**src/include/bhib_pkg.sv**
```systemverilog
// Notes on behaviour
// Programming interface byte reads fixed 00h.
// Sub-class 04h, base class 06h, fixed.
// Revision fixed by default; preload swaps two codes.
// Cache line size: read-write, resets 00h, inert.
// Latency timer byte reads 00h, ignores writes.
// Layout type field reads fixed 01h.
// Multi-function bit always reads 0.
// Self-test byte reads 00h always.
// Window space indicator bit hard-wired 0.
// Map type 00b/10b only, preloadable, read-only.
// Window prefetchable bit hard-wired 0.
// Prefetchable window read clears performance counter.
// Host reads counter by configuration when prefetchable.
// Window base address writable, resets to zero.
// Base words exist upstream only; else zero.
// 64-bit map: upper base word fully writable.
// 32-bit map: upper word zero, not loadable.
// Reserved-preserve bits read zero, ignore writes.
// Words decoded by offset, unused bits zero.
package bhib_pkg;

  // ------------------------------------------------------------------
  // Register offsets
  // ------------------------------------------------------------------
  localparam logic [11:0] OFS_CLASS_REV = 12'h008;
  localparam logic [11:0] OFS_MISC      = 12'h00C;
  localparam logic [11:0] OFS_BASE_LO   = 12'h010;
  localparam logic [11:0] OFS_BASE_HI   = 12'h014;

  // ------------------------------------------------------------------
  // Field values and reset values
  // ------------------------------------------------------------------
  localparam logic [7:0]  PROG_IF_VAL    = 8'h00;
  localparam logic [7:0]  SUB_CLASS_VAL  = 8'h04;
  localparam logic [7:0]  BASE_CLASS_VAL = 8'h06;
  localparam logic [7:0]  CACHE_RST      = 8'h00;
  localparam logic [7:0]  RSVD_BYTE      = 8'h00;
  localparam logic [6:0]  LAYOUT_VAL     = 7'h01;
  localparam logic        MULTI_FN_VAL   = 1'b0;
  localparam logic        MEM_IND_VAL    = 1'b0;
  localparam logic        PREFETCH_VAL   = 1'b0;
  localparam logic [1:0]  MAP_32         = 2'b00;
  localparam logic [1:0]  MAP_64         = 2'b10;
  localparam logic [31:0] BASE_RST       = 32'h0000_0000;

  // ------------------------------------------------------------------
  // Field positions
  // ------------------------------------------------------------------
  localparam int REV_LSB    = 0;
  localparam int PROG_LSB   = 8;
  localparam int SUB_LSB    = 16;
  localparam int CLS_LSB    = 24;
  localparam int CACHE_LSB  = 0;
  localparam int LAT_LSB    = 8;
  localparam int LAYOUT_LSB = 16;
  localparam int MULTI_BIT  = 23;
  localparam int SELF_LSB   = 24;
  localparam int MEMIND_BIT = 0;
  localparam int MAP_LSB    = 1;
  localparam int PREF_BIT   = 3;

  // ------------------------------------------------------------------
  // Word selector
  // ------------------------------------------------------------------
  typedef enum logic [2:0] {
    BHIB_SEL_NONE  = 3'h0,
    BHIB_SEL_CLASS = 3'h1,
    BHIB_SEL_MISC  = 3'h3,
    BHIB_SEL_LO    = 3'h2,
    BHIB_SEL_HI    = 3'h6
  } bhib_sel_t;

endpackage

```
**src/verilog/bhib_strap_sync.sv**
```systemverilog
`timescale 1ns/1ps
module bhib_strap_sync import bhib_pkg::*; (
  // Clock and reset
  input  wire logic core_clk,
  input  wire logic rstn,
  // Pin and filtered level
  input  wire logic pin_in,
  output logic      level_out
);

  logic s1_q;
  logic s2_q;
  logic s3_q;
  logic lvl_q;

  // ------------------------------------------------------------------
  // Three-stage capture, change accepted when stages two and three agree
  // ------------------------------------------------------------------
  always_ff @(posedge core_clk or negedge rstn) begin
    if (!rstn) begin
      s1_q <= 1'b0;
      s2_q <= 1'b0;
      s3_q <= 1'b0;
    end else begin
      s1_q <= pin_in;
      s2_q <= s1_q;
      s3_q <= s2_q;
    end
  end

  // Filtered level
  always_ff @(posedge core_clk or negedge rstn) begin
    if (!rstn) begin
      lvl_q <= 1'b0;
    end else if (s2_q == s3_q) begin
      lvl_q <= s3_q;
    end
  end

  assign level_out = lvl_q;

endmodule // bhib_strap_sync

```
**src/verilog/bhib_hdr_regs.sv**
```systemverilog
`timescale 1ns/1ps
module bhib_hdr_regs import bhib_pkg::*; #(
  parameter int         WIN_LSB     = 12,
  parameter logic [7:0] REV_DEFAULT = 8'h01, // Arbitrary value
  parameter logic [7:0] REV_CODE_A  = 8'h11, // Arbitrary value
  parameter logic [7:0] REV_CODE_B  = 8'h22  // Arbitrary value
) (
  // Clock and reset
  input  wire logic        core_clk,
  input  wire logic        rstn,
  // Port role strap pin
  input  wire logic        upstream_strap,
  // Register request
  input  wire logic        req_valid,
  input  wire logic        req_write,
  input  wire logic        req_mem,
  input  wire logic        req_prefetch,
  input  wire logic [11:0] req_addr,
  input  wire logic [31:0] req_wdata,
  input  wire logic [3:0]  req_be,
  // Preload from serial memory or two-wire bus
  input  wire logic        ld_valid,
  input  wire logic [11:0] ld_addr,
  input  wire logic [31:0] ld_data,
  // Answer
  output logic             rsp_valid,
  output logic [31:0]      rsp_rdata,
  // Side effects and state
  output logic             perf_clear,
  output logic [63:0]      window_base,
  output logic             window_is_64,
  output logic             is_upstream
);

  localparam int LO_W = 32 - WIN_LSB;

  // ------------------------------------------------------------------
  // Helpers
  // ------------------------------------------------------------------
  // Offset decode shared by requests and preload
  function automatic bhib_sel_t sel_of(input logic [11:0] a);
    case ({a[11:2], 2'b00})
      OFS_CLASS_REV: sel_of = BHIB_SEL_CLASS;
      OFS_MISC:      sel_of = BHIB_SEL_MISC;
      OFS_BASE_LO:   sel_of = BHIB_SEL_LO;
      OFS_BASE_HI:   sel_of = BHIB_SEL_HI;
      default:       sel_of = BHIB_SEL_NONE;
    endcase
  endfunction

  // Byte-lane merge of write data into an old word
  function automatic logic [31:0] merge(input logic [31:0] old_w,
                                        input logic [31:0] new_w,
                                        input logic [3:0]  be);
    logic [31:0] r;
    r = old_w;
    for (int i = 0; i < 4; i++) begin
      if (be[i]) begin
        r[i*8 +: 8] = new_w[i*8 +: 8];
      end
    end
    merge = r;
  endfunction

  // Revision code swap on preload
  function automatic logic [7:0] rev_swap(input logic [7:0] v);
    if (v == REV_CODE_A) begin
      rev_swap = REV_CODE_B;
    end else if (v == REV_CODE_B) begin
      rev_swap = REV_CODE_A;
    end else begin
      rev_swap = v;
    end
  endfunction

  // ------------------------------------------------------------------
  // Signals
  // ------------------------------------------------------------------
  logic             up_lvl;
  logic             up_q;
  logic [7:0]       rev_q;
  logic [7:0]       cache_q;
  logic [1:0]       map_q;
  logic [LO_W-1:0]  base_lo_q;
  logic [31:0]      base_hi_q;
  logic             rsp_valid_q;
  logic [31:0]      rsp_rdata_q;
  logic             perf_clear_q;
  logic [63:0]      window_base_q;
  logic             window_is_64_q;
  bhib_sel_t        req_sel;
  bhib_sel_t        ld_sel;
  logic             wr_go;
  logic             is64;
  logic [31:0]      lo_word;
  logic [31:0]      lo_wr;
  logic [31:0]      rd_word;

  // ------------------------------------------------------------------
  // Port role
  // ------------------------------------------------------------------
  bhib_strap_sync u_strap (
    .core_clk  (core_clk),
    .rstn      (rstn),
    .pin_in    (upstream_strap),
    .level_out (up_lvl)
  );

  // Role register
  always_ff @(posedge core_clk or negedge rstn) begin
    if (!rstn) begin
      up_q <= 1'b0;
    end else begin
      up_q <= up_lvl;
    end
  end

  // ------------------------------------------------------------------
  // Decode; preload wins over a software write in the same cycle
  // ------------------------------------------------------------------
  assign req_sel = sel_of(req_addr);
  assign ld_sel  = sel_of(ld_addr);
  assign wr_go   = req_valid & req_write & ~ld_valid;
  assign is64    = (map_q == MAP_64);
  assign lo_word = {base_lo_q, {WIN_LSB{1'b0}}};
  assign lo_wr   = merge(lo_word, req_wdata, req_be);

  // ------------------------------------------------------------------
  // Revision, preload only
  // ------------------------------------------------------------------
  always_ff @(posedge core_clk or negedge rstn) begin
    if (!rstn) begin
      rev_q <= REV_DEFAULT;
    end else if (ld_valid && ld_sel == BHIB_SEL_CLASS) begin
      rev_q <= rev_swap(ld_data[REV_LSB +: 8]);
    end
  end

  // ------------------------------------------------------------------
  // Cache line size
  // ------------------------------------------------------------------
  always_ff @(posedge core_clk or negedge rstn) begin
    if (!rstn) begin
      cache_q <= CACHE_RST;
    end else if (ld_valid && ld_sel == BHIB_SEL_MISC) begin
      cache_q <= ld_data[CACHE_LSB +: 8];
    end else if (wr_go && req_sel == BHIB_SEL_MISC && req_be[0]) begin
      cache_q <= req_wdata[CACHE_LSB +: 8];
    end
  end

  // ------------------------------------------------------------------
  // Map type, preload only, reserved codes refused
  // ------------------------------------------------------------------
  always_ff @(posedge core_clk or negedge rstn) begin
    if (!rstn) begin
      map_q <= MAP_32;
    end else if (ld_valid && ld_sel == BHIB_SEL_LO && up_q &&
                 (ld_data[MAP_LSB +: 2] == MAP_32 ||
                  ld_data[MAP_LSB +: 2] == MAP_64)) begin
      map_q <= ld_data[MAP_LSB +: 2];
    end
  end

  // ------------------------------------------------------------------
  // Lower window base
  // ------------------------------------------------------------------
  always_ff @(posedge core_clk or negedge rstn) begin
    if (!rstn) begin
      base_lo_q <= BASE_RST[31:WIN_LSB];
    end else if (!up_q) begin
      base_lo_q <= BASE_RST[31:WIN_LSB];
    end else if (ld_valid && ld_sel == BHIB_SEL_LO) begin
      base_lo_q <= ld_data[31:WIN_LSB];
    end else if (wr_go && req_sel == BHIB_SEL_LO) begin
      base_lo_q <= lo_wr[31:WIN_LSB];
    end
  end

  // ------------------------------------------------------------------
  // Upper window base, live only with 64-bit map
  // ------------------------------------------------------------------
  always_ff @(posedge core_clk or negedge rstn) begin
    if (!rstn) begin
      base_hi_q <= BASE_RST;
    end else if (!up_q || !is64) begin
      base_hi_q <= BASE_RST;
    end else if (ld_valid && ld_sel == BHIB_SEL_HI) begin
      base_hi_q <= ld_data;
    end else if (wr_go && req_sel == BHIB_SEL_HI) begin
      base_hi_q <= merge(base_hi_q, req_wdata, req_be);
    end
  end

  // ------------------------------------------------------------------
  // Read word assembly; unlisted positions read zero
  // ------------------------------------------------------------------
  always_comb begin
    rd_word = 32'h0000_0000;
    case (req_sel)
      BHIB_SEL_CLASS: begin
        rd_word[REV_LSB  +: 8] = rev_q;
        rd_word[PROG_LSB +: 8] = PROG_IF_VAL;
        rd_word[SUB_LSB  +: 8] = SUB_CLASS_VAL;
        rd_word[CLS_LSB  +: 8] = BASE_CLASS_VAL;
      end
      BHIB_SEL_MISC: begin
        rd_word[CACHE_LSB  +: 8] = cache_q;
        rd_word[LAT_LSB    +: 8] = RSVD_BYTE;
        rd_word[LAYOUT_LSB +: 7] = LAYOUT_VAL;
        rd_word[MULTI_BIT]       = MULTI_FN_VAL;
        rd_word[SELF_LSB   +: 8] = RSVD_BYTE;
      end
      BHIB_SEL_LO: begin
        if (up_q) begin
          rd_word              = lo_word;
          rd_word[MEMIND_BIT]  = MEM_IND_VAL;
          rd_word[MAP_LSB +: 2] = map_q;
          rd_word[PREF_BIT]    = PREFETCH_VAL;
        end
      end
      BHIB_SEL_HI: begin
        if (up_q && is64) begin
          rd_word = base_hi_q;
        end
      end
      default: begin
        rd_word = 32'h0000_0000;
      end
    endcase
  end

  // ------------------------------------------------------------------
  // Answer, one cycle after each request
  // ------------------------------------------------------------------
  always_ff @(posedge core_clk or negedge rstn) begin
    if (!rstn) begin
      rsp_valid_q <= 1'b0;
      rsp_rdata_q <= 32'h0000_0000;
    end else begin
      rsp_valid_q <= req_valid;
      rsp_rdata_q <= (req_valid && !req_write) ? rd_word : 32'h0000_0000;
    end
  end

  // ------------------------------------------------------------------
  // Counter clear on prefetchable window read, any byte enables
  // ------------------------------------------------------------------
  always_ff @(posedge core_clk or negedge rstn) begin
    if (!rstn) begin
      perf_clear_q <= 1'b0;
    end else begin
      perf_clear_q <= req_valid & ~req_write & req_mem & req_prefetch & up_q;
    end
  end

  // ------------------------------------------------------------------
  // Window position for the memory decoder
  // ------------------------------------------------------------------
  always_ff @(posedge core_clk or negedge rstn) begin
    if (!rstn) begin
      window_base_q  <= 64'h0000_0000_0000_0000;
      window_is_64_q <= 1'b0;
    end else begin
      window_base_q  <= {base_hi_q, lo_word};
      window_is_64_q <= is64 & up_q;
    end
  end

  assign rsp_valid    = rsp_valid_q;
  assign rsp_rdata    = rsp_rdata_q;
  assign perf_clear   = perf_clear_q;
  assign window_base  = window_base_q;
  assign window_is_64 = window_is_64_q;
  assign is_upstream  = up_q;

  logic [7:0] cache_seen_q;

  // Last cache value written by software
  always_ff @(posedge core_clk or negedge rstn) begin
    if (!rstn) begin
      cache_seen_q <= 8'h00;
    end else if (wr_go && req_sel == BHIB_SEL_MISC && req_be[0]) begin
      cache_seen_q <= req_wdata[7:0];
    end
  end
endmodule // bhib_hdr_regs

```
**config.mk**
```make
export PLATFORM = sky130hd
export DESIGN_NAME = bhib_hdr_regs
export DESIGN_NICKNAME = d
export VERILOG_FILES = /design/src/include/bhib_pkg.sv /design/src/verilog/bhib_strap_sync.sv /design/src/verilog/bhib_hdr_regs.sv
export SDC_FILE = /design/constraint.sdc
export NUM_CORES = 1
export LEC_CHECK = 0
export ABC_AREA = 1
export BUFFER_PORTS_ARGS = -buffer_cell sky130_fd_sc_hd__buf_4
export CORE_ASPECT_RATIO = 0.8
export CORE_UTILIZATION = 52
export CTS_CLUSTER_DIAMETER = 30
export DETAILED_ROUTE_END_ITERATION = 7
export PLACE_DENSITY = 0.77
export SYNTH_ARGS = -nofsm -noshare
export SYNTH_HDL_FRONTEND = slang
export SYNTH_HIERARCHICAL = 1
export SYNTH_SLANG_ARGS = --single-unit
```
**constraint.sdc**
```tcl
create_clock -name core_clk -period 1.9 [get_ports core_clk]
set_clock_uncertainty 0.1 [all_clocks]
set_input_delay 0 -clock core_clk [delete_from_list [all_inputs] [get_ports core_clk]]
set_output_delay 0 -clock core_clk [all_outputs]
set_load 0.1 [all_outputs]
```
==> flow_summary.json <==
{
  "status": "complete, but fails checks",
  "violations": "negative hold slack",
  "grt_start_max_net_pins": 54,
  "endpoint_kind": "flop",
  "syn2layout_area_growth_pct": 43.86,
  "critPathArrivalTime_ps": 2010,
  "synth_seq_cells": 162,
  "cap_violations": 0,
  "fin_area_sq_um": 10650,
  "required_ps": 2130,
  "worstHoldStart": "ld_addr[2]",
  "crit_fanout": 4,
  "final_nets": 1264,
  "fin_tns_setup_ps": 0,
  "drcViolationCount": 0,
  "wire_per_inst_um": 17.19,
  "powerDensity_nw_per_um2": 775.2,
  "first_pass_iters": 7,
  "clk-insertion-delay-late_ps": 430,
  "gp_congestion": 0.9086,
  "cts_buffers": 17,
  "synth_area_leaders": "dfrtp_1, nand2_1, nand3_1, inv_1, nand4_1",
  "final_antenna_net_count": 0,
  "fin_crit_ps": 1785,
  "place_area_sq_um": 9086,
  "hold_path_class": "in2reg",
  "drive_above_1_share_pct": 26.13,
  "avgSynthCellArea_sq_um": 8.518,
  "grt_pass1_wl_mm": 36.69,
  "routed_wl_mm": 23.29,
  "synth_edf_count": 0,
  "avgViaCountPerCell": 5.463,
  "die_w_um": 135.4,
  "total_power_uw": 8255,
  "dieArea_sq_um": 14720,
  "async_flop_share_pct": 100.0,
  "yosysTopAreaCell": "dfrtp_1",
  "die_h_um": 108.7,
  "coreArea_sq_um": 13740,
  "final_util_pct": 77.50,
  "start_util_pct": 53.87,
  "crit_type": "in2reg",
  "clock_path_buffers": 2,
  "grt_use_total_pct": 33.44,
  "syn_area_sq_um": 7402,
  "antenna_cells": 0,
  "worst_slew_pin_slew_ps": 544.1,
  "hold_violations": 2,
  "holdPathEnd": "cache_q[2]$_DFFE_PN0P_",
  "ios": 200,
  "ys_types": 31,
  "htreeDepth": 4,
  "setup_viol": 0,
  "setup.worst_path.start_class": "primary input",
  "grt_antenna_before_repair": 0,
  "synthMostInstantiatedCell": "nand2_1",
  "synth_commonest_cells": "nand2_1, dfrtp_1, nand3_1",
  "yosysSeqAreaShare_pct": 54.78,
  "vdd_drop_max_v": 0.0006833,
  "worst-r2r-cell-count": 7,
  "hold_path_depth": 6,
  "cts_root_buf": "clkbuf_16",
  "portBuffers": 183,
  "rsz0062_at_grt": "yes",
  "gr-total-overflow": 0,
  "fmax_mhz": 560.2,
  "ys.flop_type": "dfrtp_1",
  "path_clk_slew_ps": 60,
  "r2r-start": "is_upstream$_DFF_PN0_",
  "cts_sinks": 162,
  "synth_cells": 869,
  "synth_top_area_share_pct": 54.43,
  "cts_tree": "done",
  "vias": 7402,
  "leakage_uw": 0.005665,
  "yosys_warnings": 6,
  "crit-reg2reg-capture": "base_hi_q[28]$_DFFE_PN0P_",
  "slew_headroom_pct": 63.69,
  "period_share_pct": 93.95,
  "row_count": 38,
  "drtIter0Drc": 754,
  "drv_slew": 0,
  "worst_hold_slack_ps": -28.19,
  "reg2reg_slack_ps": 190,
  "dp_hpwl_mm": 14.98,
  "grt_pass1_vias": 7253
}
## cells in the final DEF (no fill, tap or decap), types with 9 or more instances in the layout
cell and instances:
nand2_1 235, a21oi_2 9, inv_1 84, o21ai_0 20
dlygate4sd3_1 94, conb_1 12, buf_4 217, a21oi_1 35
nand4_1 48, dfrtp_1 160, nor2_1 34, clkbuf_16 17
nand3_1 133
## timing repair
item	4_1_cts	5_1_grt
hold buffers	94	0
endpoints found under the hold margin	250	0
gates resized for setup	0	10
buffers inserted	0	3
endpoints found under the setup margin	0	15
## layer usage
layer / global-route usage, % / wire length (um) / up-vias / share of wire (%)
met4: 12.28 / 544 / 0 / 2.3
met2: 55.09 / 11030 / 466 / 47
met5: 0 / 0 / - / 0
li1: - / - / 3402 / -
met1: 43.24 / 9397 / 3471 / 40
met3: 7.950 / 2320 / 63 / 10
## cells by family (layout without fill, tap and decap cells)
group                  count (synthesis)  after routing  synth area share (%)
buffers and inverters                141            436                 8.232
other                                  1             12               0.05066
flip-flops                           162            162                 54.78
AND/OR/NAND/NOR                      499            499                 31.83
AO/OA/AOI/OAI                         66             66                 5.105
## how the worst max path moves through the flow
| stage | start | to | slack [ps] | depth (start not counted) |
|---|---|---|---|---|
| after floorplan | is_upstream$_DFF_PN0_ | base_hi_q[0]$_DFFE_PN0P_ | 8 | 8 |
| after global placement | ld_addr[7] | base_lo_q[10]$_DFFE_PN0P_ | 150 | 10 |
| after detailed placement | ld_addr[9] | base_lo_q[10]$_DFFE_PN0P_ | 120 | 10 |
| after CTS | ld_addr[11] | cache_q[0]$_DFFE_PN0P_ | 60 | 10 |
| after global routing | ld_addr[11] | base_lo_q[16]$_DFFE_PN0P_ | -30 | 10 |
| final | ld_addr[10] | base_hi_q[25]$_DFFE_PN0P_ | 110 | 10 |
## metrics by stage
step                      setup WS (ps)  std cells
after floorplan                   8.114        880
after global placement            145.5       1228
after detailed placement          116.1       1228
after CTS                         57.29       1352
after global routing             -28.11       1355
final                             114.9       1355
## sequential cells by signal, summed over array words and instances (netlist names)
signal / flops
window_base: 52
base_hi_q: 32
rsp_rdata: 32
base_lo_q: 20
cache_q: 8
rev_q: 8
map_q: 2
is_upstream: 1
perf_clear: 1
rsp_valid: 1
u_strap/level_out: 1
u_strap/s1_q: 1
u_strap/s2_q: 1
u_strap/s3_q: 1
window_is_64: 1
## power by group
part	internal, uW	switching (uW)
combinational	415	915
clock	1920	1370
sequential	3560	72.3
total	5900	2360
## final cells by class
cell class | count | area (sq um)
Clock buffer | 21 | 480.5
Clock inverter | 9 | 81.33
Fill cell | 935 | 3092
Inverter | 90 | 340.3
Multi-Input combinational cell | 577 | 2804
Sequential cell | 162 | 4056
Tap cell | 180 | 225.2
Timing Repair Buffer | 316 | 2661
## critical path, stage by stage
cell and delay [ps]:
dlygate4sd3_1 530, buf_4 150, nor2_4 180, nand2_2 90
nor2_4 150, buf_12 120, nand4_1 70, dlygate4sd3_1 580
nand3_1 80, nand2_1 50
Power figures use the tool's default switching activity.
